## src/rtl/fmc_pkg.sv

```systemverilog
// Package: flash mode control constants, register map and types
package fmc_pkg;

    // Register addresses on the internal bus
    localparam logic [15:0] FMC_ADDR_MODE_CTRL = 16'hff80;
    localparam logic [15:0] FMC_ADDR_LARGE_SEL = 16'hff82;
    localparam logic [15:0] FMC_ADDR_SMALL_SEL = 16'hff83;
    localparam logic [15:0] FMC_ADDR_WAIT_OVL = 16'hffc2;

    // Register window that moves with the supply and mode
    localparam logic [15:0] FMC_CTRL_LO = 16'hff80;
    localparam logic [15:0] FMC_CTRL_HI = 16'hff83;

    // Flash array top address per mode
    localparam logic [15:0] FMC_TOP_MODE2 = 16'hef7f;
    localparam logic [15:0] FMC_TOP_MODE3 = 16'hf77f;

    // Reset and fixed read values
    localparam logic [7:0] FMC_RST_MODE_CTRL = 8'h00;
    localparam logic [7:0] FMC_RST_MODE_CTRL_VPP = 8'h80;
    localparam logic [7:0] FMC_RST_BLOCK_SEL = 8'h00;
    localparam logic [7:0] FMC_RST_WAIT_OVL = 8'h08;
    localparam logic [7:0] FMC_READ_RESERVED = 8'hff;

    // Mode-control field positions
    localparam int FMC_BIT_VPP = 7;
    localparam int FMC_BIT_ERASE_VERIFY = 3;
    localparam int FMC_BIT_PROG_VERIFY = 2;
    localparam int FMC_BIT_ERASE = 1;
    localparam int FMC_BIT_PROG = 0;
    localparam logic [7:0] FMC_MODE_CTRL_WMASK = 8'h0f;

    // Overlay control field positions
    localparam int FMC_BIT_OVL_HIGH = 7;
    localparam int FMC_BIT_OVL_LOW = 6;

    // Flash read takes two bus states
    localparam int FMC_READ_STATES = 2;

    // Operating mode from the two mode pins
    typedef enum logic [1:0] {
        FMC_MODE_ILLEGAL,
        FMC_MODE_EXTERNAL,
        FMC_MODE_ROM2,
        FMC_MODE_ROM3
    } fmc_mode_t;

endpackage

```

## src/rtl/fmc_flash_port.sv

```systemverilog
// Flash array read port: two-state read of the 16-bit array
`timescale 1ns/10ps
`default_nettype none
module fmc_flash_port
#(
    parameter int AW = 15
)
(
    // Clock and reset
    input wire logic clk,
    input wire logic srst,
    // Request from the decoder
    input wire logic req,
    input wire logic [AW-1:0] word_addr,
    // Array side
    output logic [AW-1:0] arr_addr,
    output logic arr_en,
    input wire logic [15:0] arr_data,
    // Answer
    output logic done,
    output logic [15:0] rdata
);
    import fmc_pkg::*;

    typedef enum logic [1:0] {FP_IDLE, FP_T1, FP_T2} fmc_fp_state_t;

    fmc_fp_state_t state_q;

    // Word address must fit the 16-bit byte address space
    if (AW < 1 || AW > 15)
    begin : g_bad_aw
        $error("fmc_flash_port: AW out of range");
    end

    // Two states per access, byte or word alike
    always_ff @(posedge clk)
    begin
        if (srst)
            state_q <= FP_IDLE;
        else
            case (state_q)
                FP_IDLE: if (req) state_q <= FP_T1;
                FP_T1: state_q <= FP_T2;
                FP_T2: state_q <= req ? FP_T1 : FP_IDLE;
                default: state_q <= FP_IDLE;
            endcase
    end

    // Address held for the whole access
    always_ff @(posedge clk)
    begin
        if (srst)
            arr_addr <= '0;
        else if (req && state_q != FP_T1)
            arr_addr <= word_addr;
    end

    // Read data registered in the first state, held in the second
    always_ff @(posedge clk)
    begin
        if (srst)
            rdata <= 16'h0000;
        else if (state_q == FP_T1)
            rdata <= arr_data;
    end

    assign arr_en = (state_q == FP_T1);
    assign done = (state_q == FP_T2);
endmodule
`default_nettype wire

```

## src/rtl/fmc_top.sv

```systemverilog
// Flash mode control: mode decode, address map and control registers
`timescale 1ns/10ps
`default_nettype none
module fmc_top
#(
    parameter int FLASH_AW = 15
)
(
    // Clock and reset
    input wire logic CLK,
    input wire logic SRST,
    input wire logic STANDBY,
    // Mode pins and supply detector
    input wire logic MODE_PIN_HIGH,
    input wire logic MODE_PIN_LOW,
    input wire logic PROGRAMMING_SUPPLY_INPUT,
    // Internal CPU bus
    input wire logic BUS_REQ,
    input wire logic BUS_WR,
    input wire logic BUS_BYTE,
    input wire logic [15:0] BUS_ADDR,
    input wire logic [15:0] BUS_WDATA,
    output logic [15:0] BUS_RDATA,
    output logic BUS_ACK,
    output logic BUS_EXTERNAL,
    // Flash array
    output logic [FLASH_AW-1:0] ARRAY_ADDR,
    output logic ARRAY_EN,
    input wire logic [15:0] ARRAY_DATA,
    // Flash operation controls
    output logic PROGRAM_EN,
    output logic ERASE_EN,
    output logic PROGRAM_VERIFY_EN,
    output logic ERASE_VERIFY_EN,
    output logic [7:0] LARGE_BLOCK_EN,
    output logic [7:0] SMALL_BLOCK_EN,
    output logic RAM_OVERLAY_ACTIVE,
    output fmc_pkg::fmc_mode_t OPERATING_MODE,
    output logic MODE_ILLEGAL,
    // Boot serial channel pins
    input wire logic BOOT_SERIAL_IN,
    output logic BOOT_SERIAL_OUT,
    input wire logic BOOT_TX_DATA,
    output logic BOOT_RX_DATA
);
    import fmc_pkg::*;

    // ------------------------------------------------------------
    // Declarations
    // ------------------------------------------------------------
    // Stored registers
    logic [3:0] mode_sel_q;
    logic [7:0] large_sel_q;
    logic [7:0] small_sel_q;
    logic [7:0] wait_ovl_q;

    // Read path and answers
    logic [7:0] mode_ctrl_rd;
    logic [7:0] reg_rd_byte;
    logic [15:0] reg_rdata_q;
    logic reg_ack_q;
    logic ext_ack_q;

    // Mode, map and window decode
    logic rom_on;
    logic vpp;
    logic in_ctrl_win;
    logic ctrl_live;
    logic ctrl_reserved;
    logic ctrl_external;
    logic hit_flash;
    logic hit_wait_ovl;
    logic overlay_one;
    logic reg_cycle;
    logic new_access;
    fmc_mode_t mode;

    // Write strobes
    logic wr_mode_ctrl;
    logic wr_large_sel;
    logic wr_small_sel;
    logic wr_wait_ovl;

    // Flash port
    logic flash_req;
    logic flash_done;
    logic [15:0] flash_rdata;

    // Array width is fixed by the 60-kbyte map; refuse anything else
    if (FLASH_AW != 15)
    begin : g_bad_aw
        $error("fmc_top: flash array must be 15 word address bits");
    end

    // ------------------------------------------------------------
    // Decode helpers
    // ------------------------------------------------------------

    // Mode pins to operating mode; used for the map and the status port
    function automatic fmc_mode_t decode_mode(input logic hi, input logic lo);
        case ({hi, lo})
            2'b00: decode_mode = FMC_MODE_ILLEGAL;
            2'b01: decode_mode = FMC_MODE_EXTERNAL;
            2'b10: decode_mode = FMC_MODE_ROM2;
            2'b11: decode_mode = FMC_MODE_ROM3;
            default: decode_mode = FMC_MODE_ILLEGAL;
        endcase
    endfunction

    // Flash array range for a mode
    function automatic logic in_flash(input fmc_mode_t m,
                                      input logic [15:0] a);
        case (m)
            FMC_MODE_ROM2: in_flash = (a <= FMC_TOP_MODE2);
            FMC_MODE_ROM3: in_flash = (a <= FMC_TOP_MODE3);
            default: in_flash = 1'b0;
        endcase
    endfunction

    // ------------------------------------------------------------
    // Mode and map decode
    // ------------------------------------------------------------

    // Mode and supply taken as steady synchronous levels
    assign mode = decode_mode(MODE_PIN_HIGH, MODE_PIN_LOW);
    assign vpp = PROGRAMMING_SUPPLY_INPUT;
    assign rom_on = (mode == FMC_MODE_ROM2) || (mode == FMC_MODE_ROM3);
    assign OPERATING_MODE = mode;
    assign MODE_ILLEGAL = (mode == FMC_MODE_ILLEGAL);

    // Control window placement per mode and supply
    assign in_ctrl_win = (BUS_ADDR >= FMC_CTRL_LO) &&
                         (BUS_ADDR <= FMC_CTRL_HI);
    assign ctrl_live = in_ctrl_win && rom_on && vpp;
    assign ctrl_reserved = in_ctrl_win &&
        ((mode == FMC_MODE_EXTERNAL && vpp) ||
         (mode == FMC_MODE_ROM3 && !vpp));
    // Mode 2 without supply, or mode 1 without supply, goes off chip
    assign ctrl_external = in_ctrl_win && !ctrl_live && !ctrl_reserved;
    assign hit_wait_ovl = (BUS_ADDR == FMC_ADDR_WAIT_OVL);
    assign hit_flash = in_flash(mode, BUS_ADDR);

    assign reg_cycle = BUS_REQ && !hit_flash && !ctrl_external &&
                       (in_ctrl_win || hit_wait_ovl);
    assign flash_req = new_access && hit_flash && !BUS_WR;

    // The master holds its request through the edge that samples the
    // acknowledge; that edge must not open a second access.
    assign new_access = BUS_REQ && !BUS_ACK;

    // Everything that is neither flash nor a local register leaves chip
    assign BUS_EXTERNAL = BUS_REQ && !hit_flash && !reg_cycle;

    // ------------------------------------------------------------
    // Flash read path
    // ------------------------------------------------------------

    // Word address only: a byte read fetches the whole word and the
    // processor picks its lane, so both sizes take the same two states
    fmc_flash_port #(.AW(FLASH_AW)) u_flash_port (
        .clk(CLK),
        .srst(SRST),
        .req(flash_req),
        .word_addr(BUS_ADDR[15:1]),
        .arr_addr(ARRAY_ADDR),
        .arr_en(ARRAY_EN),
        .arr_data(ARRAY_DATA),
        .done(flash_done),
        .rdata(flash_rdata)
    );

    // ------------------------------------------------------------
    // Write strobes
    // ------------------------------------------------------------

    // Supply-gated strobes need the live window; a refused window
    // swallows the write but still answers it.
    assign wr_mode_ctrl = new_access && BUS_WR && ctrl_live &&
                          BUS_ADDR == FMC_ADDR_MODE_CTRL;
    assign wr_large_sel = new_access && BUS_WR && ctrl_live &&
                          BUS_ADDR == FMC_ADDR_LARGE_SEL;
    // A word write at the even address carries the odd byte too
    assign wr_small_sel = new_access && BUS_WR && ctrl_live &&
                          BUS_ADDR[15:1] == FMC_ADDR_LARGE_SEL[15:1] &&
                          (BUS_ADDR[0] || !BUS_BYTE);
    // Not supply-gated: overlay and wait states serve normal runs too
    assign wr_wait_ovl = new_access && BUS_WR && hit_wait_ovl;

    // ------------------------------------------------------------
    // Mode-control register
    // ------------------------------------------------------------

    // Only the four select bits are stored; bit 7 is the live supply
    // status and 6..4 are not stored at all, so they cannot drift.
    always_ff @(posedge CLK)
    begin
        if (SRST || STANDBY || !vpp)
            mode_sel_q <= FMC_RST_MODE_CTRL[3:0];
        else if (wr_mode_ctrl)
            mode_sel_q <= BUS_WDATA[11:8] & FMC_MODE_CTRL_WMASK[3:0];
    end

    // Read image: status bit, zero reserved bits, select bits
    assign mode_ctrl_rd = {vpp, 3'b000, mode_sel_q};

    // ------------------------------------------------------------
    // Block-select registers
    // ------------------------------------------------------------

    // Even address takes the upper bus byte, odd the lower one
    always_ff @(posedge CLK)
    begin
        if (SRST || STANDBY || !vpp)
            large_sel_q <= FMC_RST_BLOCK_SEL;
        else if (wr_large_sel)
            large_sel_q <= BUS_WDATA[15:8];
    end

    always_ff @(posedge CLK)
    begin
        if (SRST || STANDBY || !vpp)
            small_sel_q <= FMC_RST_BLOCK_SEL;
        else if (wr_small_sel)
            small_sel_q <= BUS_WDATA[7:0];
    end

    // ------------------------------------------------------------
    // Wait and overlay control
    // ------------------------------------------------------------

    // Kept through software standby; only reset clears it.
    // Hardware standby reaches this block as SRST.
    always_ff @(posedge CLK)
    begin
        if (SRST)
            wait_ovl_q <= FMC_RST_WAIT_OVL;
        else if (wr_wait_ovl)
            wait_ovl_q <= BUS_WDATA[15:8];
    end

    assign overlay_one = wait_ovl_q[FMC_BIT_OVL_HIGH] ^
                         wait_ovl_q[FMC_BIT_OVL_LOW];
    assign RAM_OVERLAY_ACTIVE = overlay_one;

    // ------------------------------------------------------------
    // Register read and answers
    // ------------------------------------------------------------

    // Read mux; reserved locations read all ones, so software tells
    // a missing supply from bits 6..4, since bit 7 reads one either way
    always_comb
    begin
        reg_rd_byte = FMC_READ_RESERVED;
        if (hit_wait_ovl)
            reg_rd_byte = wait_ovl_q;
        else if (ctrl_live)
            case (BUS_ADDR)
                FMC_ADDR_MODE_CTRL: reg_rd_byte = mode_ctrl_rd;
                FMC_ADDR_LARGE_SEL: reg_rd_byte = large_sel_q;
                FMC_ADDR_SMALL_SEL: reg_rd_byte = small_sel_q;
                default: reg_rd_byte = 8'h00;
            endcase
    end

    // Byte placed on both lanes, whatever address bit 0 is
    always_ff @(posedge CLK)
    begin
        if (SRST)
            reg_rdata_q <= 16'h0000;
        else if (reg_cycle && !BUS_WR && !BUS_ACK)
            reg_rdata_q <= {reg_rd_byte, reg_rd_byte};
    end

    // Registers and ignored writes answer one cycle later; a request
    // still held in its acknowledge cycle is not answered twice
    always_ff @(posedge CLK)
    begin
        if (SRST)
            reg_ack_q <= 1'b0;
        else
            reg_ack_q <= reg_cycle && !BUS_ACK;
    end

    // Flash writes are dropped in every mode, program mode too, but answered,
    // so the master never waits on a write it cannot make
    always_ff @(posedge CLK)
    begin
        if (SRST)
            ext_ack_q <= 1'b0;
        else
            ext_ack_q <= new_access && hit_flash && BUS_WR;
    end

    // Flash data wins only while its acknowledge stands
    assign BUS_ACK = reg_ack_q || ext_ack_q || flash_done;
    assign BUS_RDATA = flash_done ? flash_rdata : reg_rdata_q;

    // ------------------------------------------------------------
    // Operation controls to the array
    // ------------------------------------------------------------

    // Overlay blocks program and erase but keeps the verify modes.
    // No one-hot guard: software keeps to one select bit, and its
    // watchdog, not this block, limits how long P or E stays set.
    assign PROGRAM_EN = mode_sel_q[FMC_BIT_PROG] && !overlay_one;
    assign ERASE_EN = mode_sel_q[FMC_BIT_ERASE] && !overlay_one;
    assign PROGRAM_VERIFY_EN = mode_sel_q[FMC_BIT_PROG_VERIFY];
    assign ERASE_VERIFY_EN = mode_sel_q[FMC_BIT_ERASE_VERIFY];
    assign LARGE_BLOCK_EN = large_sel_q;
    assign SMALL_BLOCK_EN = small_sel_q;

    // ------------------------------------------------------------
    // Boot serial pins
    // ------------------------------------------------------------

    // Pins pass to the serial channel; rate matching lives there.
    // No retiming here, so whatever rate the channel matches passes.
    assign BOOT_SERIAL_OUT = BOOT_TX_DATA;
    assign BOOT_RX_DATA = BOOT_SERIAL_IN;
endmodule
`default_nettype wire

```

## config.mk

```make
export PLATFORM = sky130hd
export DESIGN_NAME = fmc_top
export DESIGN_NICKNAME = d
export VERILOG_FILES = /design/src/rtl/fmc_pkg.sv /design/src/rtl/fmc_flash_port.sv /design/src/rtl/fmc_top.sv
export SDC_FILE = /design/constraint.sdc
export NUM_CORES = 1
export LEC_CHECK = 0
export ABC_AREA = 1
export BUFFER_PORTS_ARGS = -buffer_cell sky130_fd_sc_hd__buf_2
export CAP_MARGIN = 20
export CORE_ASPECT_RATIO = 1.75
export CORE_MARGIN = 2
export CORE_UTILIZATION = 50
export DETAILED_ROUTE_END_ITERATION = 10
export PLACE_DENSITY = 0.8
export RECOVER_POWER = 50
export SYNTH_ARGS = -nofsm -noshare
export SYNTH_HDL_FRONTEND = slang
export SYNTH_SLANG_ARGS = --single-unit
export TNS_END_PERCENT = 10
```

## constraint.sdc

```tcl
create_clock -name CLK -period 2 [get_ports CLK]
set_input_delay 0.4 -clock CLK [delete_from_list [all_inputs] [get_ports CLK]]
set_output_delay 0.4 -clock CLK [all_outputs]
set_load 0.02 [all_outputs]
```

==> results.py, run 1 <==
metrics = {
    "timing": {
        "clock_skew_ns": 0.006320,
        "slew_headroom_pct": 58.15,
        "tns_ns": 0,
        "fmax_mhz": 531.1,
        "rsz0062_at_grt": "false",
        "worst_slew_pin_slew_ns": 0.6278,
        "setup_viol": 0,
        "fin_crit_sh_pct": 94.14,
        "worst_slack_ns": 0.1172,
        "min_period_ns": 1.883,
        "drv_slew": 0,
        "finalHoldViolations": 0,
    },
    "routing": {
        "vias": 3584,
        "wl_mm": 8.647,
        "routedWlPerCell_um": 11.99,
        "first_iter_violations": 120,
        "vias_per_cell": 4.971,
        "drt-pass1-iter-count": 4,
        "postRouteAntennaNets": 0,
        "post-route-drc-count": 0,
    },
    "synth": {
        "avgSynthCellArea_um2": 6.605,
        "syn_nets": 571,
        "yosysTopAreaCell": "dfxtp_1",
        "synth_seq_cells": 71,
        "syn_area_mm2": 0.003382,
        "synth_top_area_share_pct": 42.03,
        "synth_cell_type_count": 27,
        "yosysWarnings": 0,
        "synth_area_leaders": "dfxtp_1 42%, nand2_1 13%, nor2_1 12%, o21ai_0 6.7%, inv_1 6.2%",
        "ys_seq_area_share_pct": 42.03,
        "syn_inst": 512,
    },
    "power": {
        "pwr-share-clk_pct": 45.7,
        "p_int_uw": 2467,
        "power.share.switching_pct": 24.18,
        "power_switching_uw": 786.6,
        "p_per_area_mw_per_mm2": 751.3,
        "seq_power_share_pct": 45.3,
        "pwr-share-comb_pct": 9.0,
        "vdd_drop_max_v": 0.0007099,
        "total_leakage_power_uw": 0.002044,
    },
    "clocking": {
        "clk_pin_slew_ns": 0.05,
        "clockBufferDepth": 2,
        "root_buffer": "clkbuf_16",
        "cts_sinks": 71,
        "postCtsHoldBufs": 0,
        "cts_buffers": 9,
        "cts.htree.levels": 3,
        "cts_tree": "yes",
        "clkLatencyLatePin_ns": 0.33,
    },
    "global_route": {
        "grt_pass1_vias": 3345,
        "grt_max_degree": 31,
        "grt_use_total_pct": 23.98,
        "grt_pass1_wl_mm": 14.01,
        "grt_overflow_total": 0,
        "antenna_found_initial": 0,
    },
    "place": {
        "dp_slack_ns": 0.04909,
        "place_area_mm2": 0.004090,
        "globalplace.congestion": 0.8690,
        "hpwl_mm": 6.657,
        "numPortBuffers": 114,
    },
    "floorplanning": {
        "core_area_mm2": 0.006539,
        "start_util_pct": 51.72,
        "dieArea_mm2": 0.007464,
        "die_y_um": 112.8,
        "io_pins": 119,
        "num_rows": 39,
        "die_w_um": 66.17,
    },
    "cells_and_area": {
        "layout_common_cells": "113 x nand2_1, 103 x nor2_1, 76 x buf_2",
        "final_nets": 693,
        "num_antenna_cells": 0,
        "final_common_cell": "nand2_1",
        "syn2layout_area_growth_pct": 28.04,
        "drive_gt1_share_pct": 20.66,
        "postLayoutCellArea_mm2": 0.004330,
        "fillers": 639,
        "multiInputGateArea_mm2": 0.001619,
        "seqCellArea_mm2": 0.001421,
    },
    "setup_path": {
        "critical_path_arrival_ns": 1.48,
        "critPathRequiredTime_ns": 1.60,
        "critical_path_class": "in2out",
        "cp_max_fo": 4,
        "worst_setup_path_end_kind": "output pin",
        "start_kind": "input port",
    },
    "run": {
        "cap_violations": 0,
    },
    "outcome": {
        "outcome": "completed",
    },
    "min_path": {
        "hold_path_class": "in2reg",
    },
}
## cell type report
| class | instances | share of cell area, % |
|---|---|---|
| Multi-Input combinational cell | 354 | 37.39 |
| Timing Repair Buffer | 133 | 15.20 |
| Clock buffer | 12 | 5.923 |
| Tap cell | 82 | 2.369 |
| Clock inverter | 4 | 0.6645 |
| Sequential cell | 71 | 32.82 |
| Inverter | 65 | 5.634 |
## critical path, cell delays in order
cell,delay [ns]
buf_2,0.11
nand2_1,0.06
nor2_2,0.12
nand2_2,0.14
nor2_4,0.18
nand3_2,0.10
a21boi_0,0.16
buf_2,0.20
## power by group through the flow
| stage | clock network, uW | registers [uW] | logic (uW) |
|---|---|---|---|
| final | 1490 | 1470 | 293 |
| after global placement | 0 | 1500 | 292 |
| after detailed placement | 0 | 1500 | 299 |
| after global routing | 1580 | 1480 | 327 |
| after floorplan | 0 | 1530 | 142 |
| after CTS | 1520 | 1470 | 302 |
## what timing repair did
action	CTS	global route
buffers inserted	0	1
setup endpoints to repair	0	1
endpoints found under the hold margin	0	0
gates resized for setup	0	1
## per-stage QoR
| stage | utilization, % | total power (uW) | hold WS, ns | cells |
|---|---|---|---|---|
| final | 66.23 | 3253 | 0.3015 | 721 |
| after global routing | 66.23 | 3387 | 0.3010 | 721 |
| after CTS | 66.92 | 3295 | 0.2878 | 720 |
| after detailed placement | 62.55 | 1802 | 0.4397 | 704 |
| after global placement | 62.55 | 1793 | 0.4269 | 704 |
| after floorplan | - | 1668 | 0.4183 | 512 |
## sequential cells by signal, summed over array words and instances, names as in the netlist
signal and cells:
SMALL_BLOCK_EN 8, u_flash_port.rdata 16, LARGE_BLOCK_EN 8, reg_rdata_q 8, mode_sel_q 4, ext_ack_q 1, u_flash_port.arr_addr 15, u_flash_port.state_q 2
reg_ack_q 1, wait_ovl_q 8
## Yosys cell counts (all sizes together)
library cell  count
a21boi            1
a21oi            32
buf               5
clkbuf           17
clkinv            2
dfxtp            71
inv              63
nand2           118
nand3            17
nand4             6
nor2            112
nor3              5
o211ai            1
o21ai            61
xor2              1
## kinds of logic (layout without fill, tap and decap cells)
group | count (synthesis) | in the layout | synth area share, %
and+or+nand+nor | 258 | 258 | 33.33
AOI/OAI and AO/OA | 95 | 95 | 14.21
buffers and inverters | 87 | 214 | 10.17
DFF | 71 | 71 | 42.03
xor gates and xnor gates | 1 | 1 | 0.2590
## final timing paths
path                                               from                 endpoint  slack, ns  cells after the start
worst max register to register  u_flash_port.state_q[0]        LARGE_BLOCK_EN[7]       0.23                     10
worst min-delay path                      ARRAY_DATA[6]    u_flash_port.rdata[6]       0.30                      3
worst max-delay path                       BUS_ADDR[12]             BUS_EXTERNAL       0.12                      8
worst min register to register  u_flash_port.state_q[0]  u_flash_port.state_q[0]       0.44                      1
## per-layer routing
layer  vias up  GRT usage (%)  share of wire (%)
met1      1629          23.95                 38
met2        88          44.20                 55
li1       1849              -                  -
met3        18          4.871                3.7
met5         -              0                  0
met4         0          13.33                2.6
No activity file was read; power rests on OpenSTA's default activity.
==> inputs of run 2 (changes only) <==
--- a/config.mk
+++ b/config.mk
@@ -10,9 +10,9 @@
 export CAP_MARGIN = 20
 export CORE_ASPECT_RATIO = 1.75
 export CORE_MARGIN = 2
-export CORE_UTILIZATION = 50
+export CORE_UTILIZATION = 42
 export DETAILED_ROUTE_END_ITERATION = 10
-export PLACE_DENSITY = 0.8
+export PLACE_DENSITY = 0.69
 export RECOVER_POWER = 50
 export SYNTH_ARGS = -nofsm -noshare
 export SYNTH_HDL_FRONTEND = slang
==> run 2 against run 1 <==
Fmax decreased by 1.0%. Via count decreased by 3.2%. Critical path depth decreased by 1. Largest power group unchanged.
==> results.py, run 2 (synthesized netlist as in run 1, its figures left out) <==
metrics = {
    "outcome": {
        "outcome": "completed",
    },
    "routing": {
        "vias_per_cell": 4.759,
        "drt-pass1-iter-count": 4,
        "first_iter_violations": 121,
        "wl_mm": 8.402,
        "routedWlPerCell_um": 11.53,
        "post-route-drc-count": 0,
        "postRouteAntennaNets": 0,
        "vias": 3469,
    },
    "timing": {
        "fmax_mhz": 525.8,
        "worst_slew_pin_slew_ns": 0.7884,
        "drv_slew": 0,
        "min_period_ns": 1.902,
        "setup_viol": 0,
        "rsz0062_at_grt": "true",
        "slew_headroom_pct": 47.44,
        "worst_slack_ns": 0.09822,
        "finalHoldViolations": 0,
        "whs_ns": 0.2886,
        "fin_crit_sh_pct": 95.09,
        "clock_skew_ns": 0.006035,
    },
    "clocking": {
        "postCtsHoldBufs": 0,
        "cts_setup_buffers": 0,
        "root_buffer": "clkbuf_16",
        "cts.htree.levels": 3,
        "cts_buffers": 9,
        "cts_sinks": 71,
        "cts_tree": "yes",
        "clkLatencyLatePin_ns": 0.33,
        "clockBufferDepth": 2,
        "clk_pin_slew_ns": 0.06,
        "ctsResizeCount": 0,
    },
    "floorplanning": {
        "io_pins": 119,
        "dieArea_mm2": 0.008815,
        "core_area_mm2": 0.007855,
        "start_util_pct": 43.06,
        "die_y_um": 122.7,
        "die_w_um": 71.84,
        "num_rows": 43,
    },
    "setup_path": {
        "cp_max_fo": 14,
        "start_kind": "register",
        "max_stage_delay_ns": 0.34,
        "critical_path_arrival_ns": 1.50,
        "crit_chain": "inv_2 -> nand2_1 -> buf_6 -> clkinvlp_4 -> nand2_1 -> nand2_1 -> buf_2",
        "crit_family": "buffers and inverters",
        "worst_setup_path_end_kind": "output pin",
        "critical_path_buf_inv_count": 4,
        "crit_top_cell": "nand2_1",
        "critPathRequiredTime_ns": 1.60,
        "crit_path_top_delay_cell": "dfxtp_1",
        "critical_path_class": "reg2out",
    },
    "power": {
        "pwr-share-clk_pct": 47.2,
        "p_int_uw": 2556,
        "p_per_area_mw_per_mm2": 765.2,
        "power.share.switching_pct": 23.54,
        "p_total_uw": 3342,
        "power_switching_uw": 786.8,
        "pwr-share-comb_pct": 8.7,
        "total_leakage_power_uw": 0.002047,
        "seq_power_share_pct": 44.1,
        "vdd_drop_max_v": 0.0004785,
    },
    "cells_and_area": {
        "top_register": "u_flash_port.rdata",
        "final_common_cell": "nand2_1",
        "multiInputGateArea_mm2": 0.001622,
        "final_core_util_pct": 55.61,
        "num_antenna_cells": 0,
        "final_nets": 693,
        "fillers": 817,
        "layout_common_cells": "113 x nand2_1, 104 x nor2_1, 78 x buf_2",
        "seqCellArea_mm2": 0.001421,
        "postLayoutCellArea_mm2": 0.004368,
        "reg_top3": "u_flash_port.rdata: 16 flops, u_flash_port.arr_addr: 15 flops",
        "syn2layout_area_growth_pct": 29.15,
        "largest_reg_flops": 16,
        "drive_gt1_share_pct": 21.44,
    },
    "place": {
        "hpwl_mm": 6.607,
        "dp_slack_ns": 0.04333,
        "globalplace.congestion": 0.8213,
        "numPortBuffers": 114,
        "place_area_mm2": 0.004113,
    },
    "global_route": {
        "grt_use_total_pct": 19.90,
        "grt_pass1_wl_mm": 13.87,
        "grt_max_degree": 31,
        "antenna_found_initial": 0,
        "grt_overflow_total": 0,
        "grt_pass1_vias": 3155,
    },
    "min_path": {
        "hold_path_class": "in2reg",
    },
    "run": {
        "cap_violations": 0,
    },
}
-- run 2: layout make-up --
class | count | share of cell area (%)
Clock inverter | 5 | 1.318
Clock buffer | 11 | 5.557
Tap cell | 90 | 2.578
Timing Repair Buffer | 133 | 15.21
Sequential cell | 71 | 32.54
Multi-Input combinational cell | 354 | 37.12
Inverter | 65 | 5.672
-- run 2: through the flow --
stage	instances	setup TNS (ns)
floorplan	512	0
global placement	713	0
detailed placement	713	0
CTS	729	0
global route	729	-0.3211
finish	729	0
-- run 2: tightest hold or removal path, delay by kind of cell --
| kind | cells | cell delay, ns |
|---|---|---|
| and+or+nand+nor | 2 | 0.11 |
| buffers and inverters | 1 | 0.07 |
-- run 2: power by group through the flow --
stage	combinational [uW]	clock, uW	sequential (uW)
2_1_floorplan	142	0	1530
3_3_place_gp	296	0	1500
3_5_place_dp	300	0	1500
4_1_cts	302	1620	1470
5_1_grt	328	1670	1480
6_report	292	1580	1470
-- run 2: worst paths after layout --
check	from	end	slack, ns	cells after the start
worst max-delay path	u_flash_port.state_q[0]	BUS_RDATA[6]	0.1	7
worst min-delay path	ARRAY_DATA[1]	u_flash_port.rdata[1]	0.29	3
worst max register to register	u_flash_port.state_q[0]	LARGE_BLOCK_EN[7]	0.33	10
worst min register to register	u_flash_port.state_q[0]	u_flash_port.state_q[0]	0.44	1
-- run 2: routing by layer --
metal | track usage, % | share of wire (%)
met4 | 8.962 | 1.7
met5 | 0 | 0
met2 | 36.86 | 54
met3 | 4.105 | 4.0
met1 | 21.14 | 40
